<file path="config.mk">
export PLATFORM = sky130hd
export DESIGN_NAME = cpu_bus_cycle_sequencer
export DESIGN_NICKNAME = d
export VERILOG_FILES = /design/src/design/ea_calc.v /design/src/design/cpu_bus_cycle_sequencer.v
export VERILOG_INCLUDE_DIRS = /design/src /design/src/design
export SDC_FILE = /design/constraint.sdc
export NUM_CORES = 1
export LEC_CHECK = 0
export BUFFER_PORTS_ARGS = -buffer_cell sky130_fd_sc_hd__buf_4
export CAP_MARGIN = 0
export CORE_MARGIN = 2
export CORE_UTILIZATION = 25
export DETAILED_ROUTE_END_ITERATION = 12
export GPL_TIMING_DRIVEN = 0
export HOLD_SLACK_MARGIN = 0.06
export PLACE_DENSITY_LB_ADDON = 0.12
export SYNTH_ARGS = -nofsm -noshare
export SYNTH_HDL_FRONTEND = slang
export SYNTH_SLANG_ARGS = --single-unit
</file>
<file path="constraint.sdc">
create_clock -name I_CLOCK -period 7.7 [get_ports I_CLOCK]
set_input_delay 0.385 -clock I_CLOCK [delete_from_list [all_inputs] [get_ports I_CLOCK]]
set_output_delay 0.385 -clock I_CLOCK [all_outputs]
set_load 0.01 [all_outputs]
</file>
<file path="src/design/cpu_seq_map.vh">
// Purpose: constants of the bus-cycle sequencer
// Assumes: included by the sequencer and its address unit
// Notes: definitions only
`ifndef CPU_SEQ_MAP_VH
`define CPU_SEQ_MAP_VH

// bus cycle kinds shown on O_CYCLE
`define CYC_FREE 3'h0
`define CYC_FETCH 3'h1
`define CYC_READ 3'h2
`define CYC_WRITE 3'h3
`define CYC_PUSH 3'h4
`define CYC_POP 3'h5
`define CYC_VECTOR 3'h6

`define RW_READ 1'b1
`define RW_WRITE 1'b0

// addressing modes
`define MODE_NONE 4'h0
`define MODE_IMM 4'h1
`define MODE_DIR 4'h2
`define MODE_EXT 4'h3
`define MODE_IX2 4'h4
`define MODE_IX1 4'h5
`define MODE_IX 4'h6
`define MODE_IXP 4'h7
`define MODE_IX1P 4'h8
`define MODE_SP1 4'h9
`define MODE_SP2 4'hA

// instruction classes
`define CLS_RD 3'h0
`define CLS_WR 3'h1
`define CLS_JMP 3'h2
`define CLS_PUSH 3'h3
`define CLS_POP 3'h4
`define CLS_SWI 3'h5
`define CLS_RTS 3'h6
`define CLS_FREE 3'h7

// opcodes steering the sequence
`define OPC_PAGE2 8'h9E
`define OPC_CBEQ_IXP 8'h71
`define OPC_CBEQ_IX1P 8'h61
`define OPC_RTS 8'h81
`define OPC_SWI 8'h83
`define OPC_PULA 8'h86
`define OPC_PSHA 8'h87
`define OPC_PULX 8'h88
`define OPC_PSHX 8'h89
`define OPC_PULH 8'h8A
`define OPC_PSHH 8'h8B

// opcode nibble fields
`define NIB_IMM 4'hA
`define NIB_DIR 4'hB
`define NIB_EXT 4'hC
`define NIB_IX2 4'hD
`define NIB_IX1 4'hE
`define NIB_IX 4'hF
`define NIB_STORE_A 4'h7
`define NIB_STORE_X 4'hF
`define NIB_JUMP 4'hC
`define NIB_CALL 4'hD
`define NIB_P2_SP2 4'hD
`define NIB_P2_SP1 4'hE

// addresses and reset values
`define VEC_RESET 16'hFFFE
`define VEC_SWI 16'hFFFC
`define ZERO_PAGE 8'h00
`define SP_RESET 16'h00FF
`define HX_RESET 16'h0000
`define SWI_LAST 3'h4

`endif

</file>
<file path="src/design/ea_calc.v">
// Purpose: effective address of the indexed, stack and memory modes
// Assumes: operand bytes in instruction order, high byte first
// Notes: purely combinational
`timescale 1ns/10ps
`include "cpu_seq_map.vh"

module ea_calc (
    input wire [3:0] i_mode,
    input wire [15:0] i_hx,
    input wire [15:0] i_sp,
    input wire [7:0] i_op1,
    input wire [7:0] i_op2,
    output reg [15:0] o_ea
);

always @* begin
    case (i_mode)
        `MODE_DIR: o_ea = {`ZERO_PAGE, i_op1};
        `MODE_EXT: o_ea = {i_op1, i_op2};
        `MODE_IX2: o_ea = i_hx + {i_op1, i_op2};
        `MODE_IX1: o_ea = i_hx + {`ZERO_PAGE, i_op1};
        `MODE_IX1P: o_ea = i_hx + {`ZERO_PAGE, i_op1};
        `MODE_IX: o_ea = i_hx;
        `MODE_IXP: o_ea = i_hx;
        `MODE_SP1: o_ea = i_sp + {`ZERO_PAGE, i_op1};
        `MODE_SP2: o_ea = i_sp + {i_op1, i_op2};
        default: o_ea = {i_op1, i_op2};
    endcase
end

endmodule

</file>
<file path="src/design/cpu_bus_cycle_sequencer.v">
// Purpose: bus-cycle sequencer and address modes of an 8-bit core
// Assumes: single-cycle memory, read data valid in the cycle of its address
// Notes: one bus cycle per clock; ALU lives outside this block
//
// Operation
// - idle cycle is one clock, a read
// - fetch reads next program byte, advance counter
// - operand read moves one byte in
// - operand write moves one byte out
// - push writes one byte at stack pointer
// - pop reads one byte through stack pointer
// - vectors from top page, high byte first
// - post-increment mode uses index, then increments
// - byte offset plus index, then increment index
// - word offset added to index pair
// - byte and word offsets on stack pointer
// - full address and zero-page direct modes
`timescale 1ns/10ps
`include "cpu_seq_map.vh"

module cpu_bus_cycle_sequencer (
    input wire I_CLOCK,
    input wire I_SRST,
    input wire [7:0] I_RDATA,
    input wire [7:0] I_STORE_DATA,
    input wire [7:0] I_CCR,
    output wire [15:0] O_ADDR,
    output wire [7:0] O_WDATA,
    output wire O_RW,
    output wire [2:0] O_CYCLE,
    output wire [7:0] O_READ_DATA,
    output wire O_READ_VALID
);

////////////////////////////////////////////////////////////////////////
localparam S_VEC_HI = 9'h001;
localparam S_VEC_LO = 9'h002;
localparam S_OPC = 9'h004;
localparam S_PAGE2 = 9'h008;
localparam S_OPND = 9'h010;
localparam S_ACC = 9'h020;
localparam S_PUSH = 9'h040;
localparam S_POP = 9'h080;
localparam S_FREE = 9'h100;

function [15:0] inc16;
    input [15:0] v;
    begin
        inc16 = v + 16'h0001;
    end
endfunction

function [15:0] dec16;
    input [15:0] v;
    begin
        dec16 = v - 16'h0001;
    end
endfunction

// {class, mode, operand byte count}
function [8:0] decode;
    input page2;
    input [7:0] opc;
    reg [2:0] cls;
    reg [3:0] mode;
    reg [1:0] nb;
    begin
        cls = `CLS_FREE;
        mode = `MODE_NONE;
        nb = 2'h0;
        if (page2) begin
            if (opc[7:4] == `NIB_P2_SP2) begin
                mode = `MODE_SP2;
                nb = 2'h2;
            end else if (opc[7:4] == `NIB_P2_SP1) begin
                mode = `MODE_SP1;
                nb = 2'h1;
            end
            if (mode != `MODE_NONE) begin
                if (opc[3:0] == `NIB_STORE_A)
                    cls = `CLS_WR;
                else if (opc[3:0] != `NIB_JUMP &&
                         opc[3:0] != `NIB_CALL)
                    cls = `CLS_RD;
            end
        end else if (opc[7:4] >= `NIB_IMM) begin
            case (opc[7:4])
                `NIB_IMM: begin
                    mode = `MODE_IMM;
                    nb = 2'h1;
                end
                `NIB_DIR: begin
                    mode = `MODE_DIR;
                    nb = 2'h1;
                end
                `NIB_EXT: begin
                    mode = `MODE_EXT;
                    nb = 2'h2;
                end
                `NIB_IX2: begin
                    mode = `MODE_IX2;
                    nb = 2'h2;
                end
                `NIB_IX1: begin
                    mode = `MODE_IX1;
                    nb = 2'h1;
                end
                default: mode = `MODE_IX;
            endcase
            if (opc[3:0] == `NIB_STORE_A || opc[3:0] == `NIB_STORE_X)
                cls = `CLS_WR;
            else if (opc[3:0] == `NIB_JUMP)
                cls = `CLS_JMP;
            else if (opc[3:0] != `NIB_CALL)
                cls = `CLS_RD;
            // an immediate operand has no address to write or jump to
            if (mode == `MODE_IMM && cls != `CLS_RD)
                cls = `CLS_FREE;
        end else begin
            case (opc)
                `OPC_CBEQ_IXP: begin
                    cls = `CLS_RD;
                    mode = `MODE_IXP;
                    nb = 2'h1;
                end
                `OPC_CBEQ_IX1P: begin
                    cls = `CLS_RD;
                    mode = `MODE_IX1P;
                    nb = 2'h2;
                end
                `OPC_PSHA, `OPC_PSHX, `OPC_PSHH: cls = `CLS_PUSH;
                `OPC_PULA, `OPC_PULX, `OPC_PULH: cls = `CLS_POP;
                `OPC_SWI: cls = `CLS_SWI;
                `OPC_RTS: cls = `CLS_RTS;
                default: cls = `CLS_FREE;
            endcase
        end
        decode = {cls, mode, nb};
    end
endfunction

// interrupt frame order: counter low, counter high, index, acc, flags
function [7:0] swi_byte;
    input [2:0] step;
    input [15:0] pc;
    input [7:0] x;
    input [7:0] a;
    input [7:0] ccr;
    begin
        case (step)
            3'h0: swi_byte = pc[7:0];
            3'h1: swi_byte = pc[15:8];
            3'h2: swi_byte = x;
            3'h3: swi_byte = a;
            default: swi_byte = ccr;
        endcase
    end
endfunction

////////////////////////////////////////////////////////////////////////
reg [8:0] state_q, state_d;
reg [15:0] pc_q, pc_d;
reg [15:0] hx_q, hx_d;
reg [15:0] sp_q, sp_d;
reg [7:0] opc_q, opc_d;
reg page2_q, page2_d;
reg [7:0] op1_q, op1_d;
reg [7:0] op2_q, op2_d;
reg [2:0] cnt_q, cnt_d;
reg [15:0] addr_q, addr_d;
reg [7:0] wdata_q, wdata_d;
reg rw_q, rw_d;
reg [2:0] cyc_q, cyc_d;
reg [7:0] rd_q, rd_d;
reg rdv_q, rdv_d;

reg [7:0] opc_n;
reg page2_n;
reg [7:0] op1_n;
reg [7:0] op2_n;
reg decoded;
reg go_exec;
reg go_fetch;
reg [15:0] fetch_addr;
wire [8:0] dec;
wire [2:0] dec_cls;
wire [3:0] dec_mode;
wire [1:0] dec_nb;
wire [15:0] ea;

assign dec = decode(page2_n, opc_n);
assign dec_cls = dec[8:6];
assign dec_mode = dec[5:2];
assign dec_nb = dec[1:0];

ea_calc u_ea (
    .i_mode(dec_mode),
    .i_hx(hx_q),
    .i_sp(sp_q),
    .i_op1(op1_n),
    .i_op2(op2_n),
    .o_ea(ea)
);

// values as they stand once this cycle's read byte is taken
always @* begin
    opc_n = opc_q;
    page2_n = page2_q;
    op1_n = op1_q;
    op2_n = op2_q;
    if (state_q == S_OPC) begin
        opc_n = I_RDATA;
        page2_n = 1'b0;
    end else if (state_q == S_PAGE2) begin
        opc_n = I_RDATA;
        page2_n = 1'b1;
    end else if (state_q == S_OPND) begin
        if (cnt_q == {1'b0, dec_nb})
            op1_n = I_RDATA;
        else
            op2_n = I_RDATA;
    end
end

////////////////////////////////////////////////////////////////////////
always @* begin
    state_d = state_q;
    pc_d = pc_q;
    hx_d = hx_q;
    sp_d = sp_q;
    opc_d = opc_n;
    page2_d = page2_n;
    op1_d = op1_n;
    op2_d = op2_n;
    cnt_d = cnt_q;
    addr_d = addr_q;
    wdata_d = wdata_q;
    rw_d = `RW_READ;
    cyc_d = `CYC_FREE;
    rd_d = rd_q;
    rdv_d = 1'b0;
    decoded = 1'b0;
    go_exec = 1'b0;
    go_fetch = 1'b0;
    fetch_addr = pc_q;
    case (state_q)
        S_VEC_HI: begin
            op1_d = I_RDATA;
            state_d = S_VEC_LO;
            addr_d = inc16(addr_q);
            cyc_d = `CYC_VECTOR;
        end
        S_VEC_LO: begin
            go_fetch = 1'b1;
            fetch_addr = {op1_q, I_RDATA};
        end
        S_OPC: begin
            if (I_RDATA == `OPC_PAGE2) begin
                state_d = S_PAGE2;
                addr_d = pc_q;
                pc_d = inc16(pc_q);
                cyc_d = `CYC_FETCH;
            end else begin
                decoded = 1'b1;
            end
        end
        S_PAGE2: decoded = 1'b1;
        S_OPND: begin
            if (cnt_q == 3'h1) begin
                go_exec = 1'b1;
            end else begin
                cnt_d = cnt_q - 3'h1;
                addr_d = pc_q;
                pc_d = inc16(pc_q);
                cyc_d = `CYC_FETCH;
            end
        end
        S_ACC: begin
            if (rw_q == `RW_READ) begin
                rd_d = I_RDATA;
                rdv_d = 1'b1;
            end
            if (dec_mode == `MODE_IXP || dec_mode == `MODE_IX1P)
                hx_d = inc16(hx_q);
            go_fetch = 1'b1;
        end
        S_PUSH: begin
            sp_d = dec16(sp_q);
            if (dec_cls == `CLS_SWI && cnt_q == `SWI_LAST) begin
                state_d = S_VEC_HI;
                addr_d = `VEC_SWI;
                cyc_d = `CYC_VECTOR;
            end else if (dec_cls == `CLS_SWI) begin
                cnt_d = cnt_q + 3'h1;
                addr_d = dec16(sp_q);
                wdata_d = swi_byte(cnt_q + 3'h1, pc_q, hx_q[7:0],
                                   I_STORE_DATA, I_CCR);
                rw_d = `RW_WRITE;
                cyc_d = `CYC_PUSH;
            end else begin
                go_fetch = 1'b1;
            end
        end
        S_POP: begin
            sp_d = addr_q;
            if (opc_q == `OPC_PULX) begin
                hx_d = {hx_q[15:8], I_RDATA};
                go_fetch = 1'b1;
            end else if (opc_q == `OPC_PULH) begin
                hx_d = {I_RDATA, hx_q[7:0]};
                go_fetch = 1'b1;
            end else if (opc_q == `OPC_RTS && cnt_q == 3'h0) begin
                op1_d = I_RDATA;
                cnt_d = 3'h1;
                addr_d = inc16(addr_q);
                cyc_d = `CYC_POP;
            end else if (opc_q == `OPC_RTS) begin
                go_fetch = 1'b1;
                fetch_addr = {op1_q, I_RDATA};
            end else begin
                rd_d = I_RDATA;
                rdv_d = 1'b1;
                go_fetch = 1'b1;
            end
        end
        S_FREE: go_fetch = 1'b1;
        default: begin
            state_d = S_VEC_HI;
            addr_d = `VEC_RESET;
            cyc_d = `CYC_VECTOR;
        end
    endcase

    // operand bytes first, then the access cycles of the mode
    if (decoded) begin
        if (dec_nb != 2'h0) begin
            state_d = S_OPND;
            cnt_d = {1'b0, dec_nb};
            addr_d = pc_q;
            pc_d = inc16(pc_q);
            cyc_d = `CYC_FETCH;
        end else begin
            go_exec = 1'b1;
        end
    end

    if (go_exec) begin
        case (dec_cls)
            `CLS_RD: begin
                if (dec_mode == `MODE_IMM) begin
                    rd_d = op1_n;
                    rdv_d = 1'b1;
                    go_fetch = 1'b1;
                end else begin
                    state_d = S_ACC;
                    addr_d = ea;
                    cyc_d = `CYC_READ;
                end
            end
            `CLS_WR: begin
                state_d = S_ACC;
                addr_d = ea;
                wdata_d = I_STORE_DATA;
                rw_d = `RW_WRITE;
                cyc_d = `CYC_WRITE;
            end
            `CLS_JMP: begin
                go_fetch = 1'b1;
                fetch_addr = ea;
            end
            `CLS_PUSH, `CLS_SWI: begin
                state_d = S_PUSH;
                cnt_d = 3'h0;
                addr_d = sp_q;
                rw_d = `RW_WRITE;
                cyc_d = `CYC_PUSH;
                if (dec_cls == `CLS_SWI)
                    wdata_d = swi_byte(3'h0, pc_q, hx_q[7:0],
                                       I_STORE_DATA, I_CCR);
                else if (opc_n == `OPC_PSHX)
                    wdata_d = hx_q[7:0];
                else if (opc_n == `OPC_PSHH)
                    wdata_d = hx_q[15:8];
                else
                    wdata_d = I_STORE_DATA;
            end
            `CLS_POP, `CLS_RTS: begin
                state_d = S_POP;
                cnt_d = 3'h0;
                addr_d = inc16(sp_q);
                cyc_d = `CYC_POP;
            end
            default: begin
                state_d = S_FREE;
                addr_d = pc_q;
                rw_d = `RW_READ;
                cyc_d = `CYC_FREE;
            end
        endcase
    end

    // next opcode only once the whole sequence above is done
    if (go_fetch) begin
        state_d = S_OPC;
        addr_d = fetch_addr;
        pc_d = inc16(fetch_addr);
        rw_d = `RW_READ;
        cyc_d = `CYC_FETCH;
    end
end

////////////////////////////////////////////////////////////////////////
always @(posedge I_CLOCK) begin
    if (I_SRST) begin
        state_q <= S_VEC_HI;
        pc_q <= `VEC_RESET;
        hx_q <= `HX_RESET;
        sp_q <= `SP_RESET;
        opc_q <= 8'h00;
        page2_q <= 1'b0;
        op1_q <= 8'h00;
        op2_q <= 8'h00;
        cnt_q <= 3'h0;
        addr_q <= `VEC_RESET;
        wdata_q <= 8'h00;
        rw_q <= `RW_READ;
        cyc_q <= `CYC_VECTOR;
        rd_q <= 8'h00;
        rdv_q <= 1'b0;
    end else begin
        state_q <= state_d;
        pc_q <= pc_d;
        hx_q <= hx_d;
        sp_q <= sp_d;
        opc_q <= opc_d;
        page2_q <= page2_d;
        op1_q <= op1_d;
        op2_q <= op2_d;
        cnt_q <= cnt_d;
        addr_q <= addr_d;
        wdata_q <= wdata_d;
        rw_q <= rw_d;
        cyc_q <= cyc_d;
        rd_q <= rd_d;
        rdv_q <= rdv_d;
    end
end

assign O_ADDR = addr_q;
assign O_WDATA = wdata_q;
assign O_RW = rw_q;
assign O_CYCLE = cyc_q;
assign O_READ_DATA = rd_q;
assign O_READ_VALID = rdv_q;

endmodule

</file>
==> results.cfg <==
[global_routing]
grt_max_degree = 17
track_usage = 0.248
grt_pass1_wl_mm = 94.5
grt_pass1_vias = 13500
antenna_found_initial = 0
gr-total-overflow = 0

[setup_path]
crit_fanout = 8
critPathMaxStageDelay_ns = 0.52
reg2reg_slack_ns = 0.35
r2r_start = state_q[2]$_SDFF_PP0_
critPathKind = reg2reg
crit_family = compound AO/OA/AOI/OAI gates
cp_common_cell = a31oi_1
rr_worst_depth = 26
cp-start-kind = register
cp_data_arrival_time_ns = 7.78
r2r_end = pc_q[15]$_SDFF_PP1_
critPathBufInv = 3
cp.required_ns = 8.12
cp_slowest_cell = a2111o_1
endpoint_kind = register

[timing]
min_period_ns = 7.35
tightest_slew_ns = 1.32
max_slew_margin = 0.114
setup_tns_ns = 0
finalCritPeriodShare = 0.955
rsz0062_at_grt = no
finalMaxSlewViolations = 0
clock_skew_ns = 0.0131
setup_viol = 0
finalHoldViolations = 0
max_freq_mhz = 136

[synth]
synth_seq_cells = 122
synthMuxAreaShare = 0.0672
synth_ff_type = dfxtp_1
synth_nets = 1816
ys_warn_count = 0
ys_async_sr_fraction = 0
synth_cells = 1742
synthXorXnorAreaFrac = 0.0520
synth_compound_area_frac = 0.317
synth_top_area_share = 0.195
synth_top_family_by_area = compound AO/OA/AOI/OAI gates
synth_fa_ha_area_frac = 0.0491
ys_top_cells_by_area = dfxtp_1 (19%), nor2_1 (6.7%), nand2_1 (5.1%)
avgSynthCellArea_um2 = 7.19
synth_edf_count = 0
synthSimpleGateAreaFrac = 0.266
synth.distinct_cells = 103
yosysTopAreaCell = dfxtp_1
synth.yosys.seq_area_share = 0.195
netlist_area_um2 = 12500

[clock_network]
cts_max_level = 4
numClockSinks = 122
path_clk_slew_ns = 0.06
cts_tree = yes
cts_buffer_depth = 2
cts_buffers = 17
cts-root-buf = clkbuf_16
hold_buffers = 0
worstSkewPairLatency_ns = 0.50

[routing]
num_vias = 14700
wl_per_cell_um = 26.2
drtIter0Drc = 1503
ant_nets = 0
drc = 0
vias_per_cell = 5.83
drt-total-wl_mm = 65.9
firstDrtPassIters = 6

[pwr]
peakVddDrop_mv = 0.189
p_leak_uw = 0.00540
total_power_uw = 3660
pwr_density_cell_nw_per_um2 = 248

[floorplan]
die_h_um = 228
io_pins = 63
dieWidth_um = 228
rows = 82
start_util = 0.252
core_um2 = 49800
die_area_um2 = 51900

[flow_run]
maxCapViolations = 0

[finish]
most-common-layout-cells = nor2_1 (222), nand2_1 (170), dfxtp_1 (122)
nFillCells = 5456
antenna_cells = 0
final_nets = 1907
layout-drive-gt1-share = 0.114
final_common_cell = nor2_1
syn_to_final_growth_pct = 17.5
fin_area_um2 = 14700

[placement]
gp_congestion = 0.943
portBuffers = 57
post_dp_cell_area_um2 = 13800
dpl.hpwl_mm = 51.1

[worst_hold_path]
min_path_type = in2reg
hold_path_depth = 5
worstHoldEndpoint = O_WDATA[2]$_SDFF_PP0_
hp-start = I_STORE_DATA[2]

[outcome]
status = finished clean
sequential cells by signal, indices dropped and copies added, names as in the netlist, 9 cells and up:
register,count
pc_q,16
sp_q,16
O_ADDR,16
state_q,9
hx_q,16
per-layer routing:
metal | part of all wire | global-route usage | vias to the layer above
li1 | - | - | 6709
met1 | 0.45 | 0.340 | 7191
met2 | 0.45 | 0.395 | 682
met3 | 0.071 | 0.0405 | 86
met4 | 0.027 | 0.0835 | 0
met5 | 0 | 0 | -
how the worst max path moves through the flow:
| stage | startpoint | endpoint | depth (start not counted) |
|---|---|---|---|
| after global placement | state_q[2]$_SDFF_PP0_ | pc_q[15]$_SDFF_PP1_ | 27 |
| after detailed placement | opc_q[3]$_SDFF_PP0_ | pc_q[15]$_SDFF_PP1_ | 24 |
| after floorplan | state_q[1]$_SDFF_PP0_ | pc_q[15]$_SDFF_PP1_ | 28 |
| after CTS | state_q[6]$_SDFF_PP0_ | pc_q[15]$_SDFF_PP1_ | 27 |
| after global routing | state_q[1]$_SDFF_PP0_ | pc_q[15]$_SDFF_PP1_ | 27 |
| final | state_q[2]$_SDFF_PP0_ | pc_q[15]$_SDFF_PP1_ | 26 |
layout make-up:
class,count,area (um^2),area share
multi-input cells,1455,9600,0.652
flip-flops and latches,122,2440,0.166
well taps,672,841,0.0571
plain buffers,141,593,0.0403
repair buffers,73,552,0.0375
clock buffers,21,460,0.0313
clock inverters,11,144,0.00977
inverters,23,86.3,0.00586
power breakdown:
| part | internal (uW) | switching, uW |
|---|---|---|
| Clock | 523 | 360 |
| Combinational | 697 | 1250 |
| Sequential | 705 | 127 |
| Total | 1920 | 1730 |
Yosys cell counts, drive strengths merged (16+ instances only):
| master | number |
|---|---|
| nand3 | 63 |
| nor2b | 24 |
| and3 | 35 |
| inv | 23 |
| a221oi | 22 |
| a21oi | 116 |
| xor2 | 26 |
| o21ai | 128 |
| ha | 46 |
| mux2i | 62 |
| o211ai | 38 |
| dfxtp | 122 |
| nand3b | 20 |
| a22oi | 40 |
| nor3 | 42 |
| xnor2 | 45 |
| nand2 | 170 |
| buf | 29 |
| clkbuf | 113 |
| nor3b | 17 |
| a21o | 17 |
| nor2 | 226 |
| nand2b | 16 |
| a31oi | 25 |
| a211oi | 60 |
cells by family (layout without fill, tap and decap cells):
logic type | count (synthesis) | in the layout
AOI/OAI and AO/OA | 579 | 579
xor gates and xnor gates | 72 | 72
DFF | 122 | 122
and+or+nand+nor | 681 | 681
buffers and inverters | 165 | 269
adders and majority gates | 48 | 48
muxes | 75 | 75
what timing repair did:
action / in CTS / in global routing
setup endpoints to repair: 9 / 9
buffers inserted: 6 / 9
resized for setup: 12 / 23
pin swaps: 1 / 2
worst min-delay path, delay by kind of cell:
| kind | cells | cell delay, ns |
|---|---|---|
| AOI/OAI and AO/OA | 3 | 0.19 |
| buffers and inverters | 1 | 0.10 |
| and+or+nand+nor | 1 | 0.07 |
per-stage QoR:
stage	setup WS [ns]	util	instances	hold WS, ns
finish	0.346	0.296	2518	0.292
global route	0.0210	0.296	2518	0.365
CTS	0.00408	0.292	2509	0.274
detailed placement	-0.618	0.278	2472	0.581
global placement	-0.610	0.277	2471	0.578
floorplan	1.31	-	1742	0.494
Note: power is estimated with default switching activity, not from simulation.
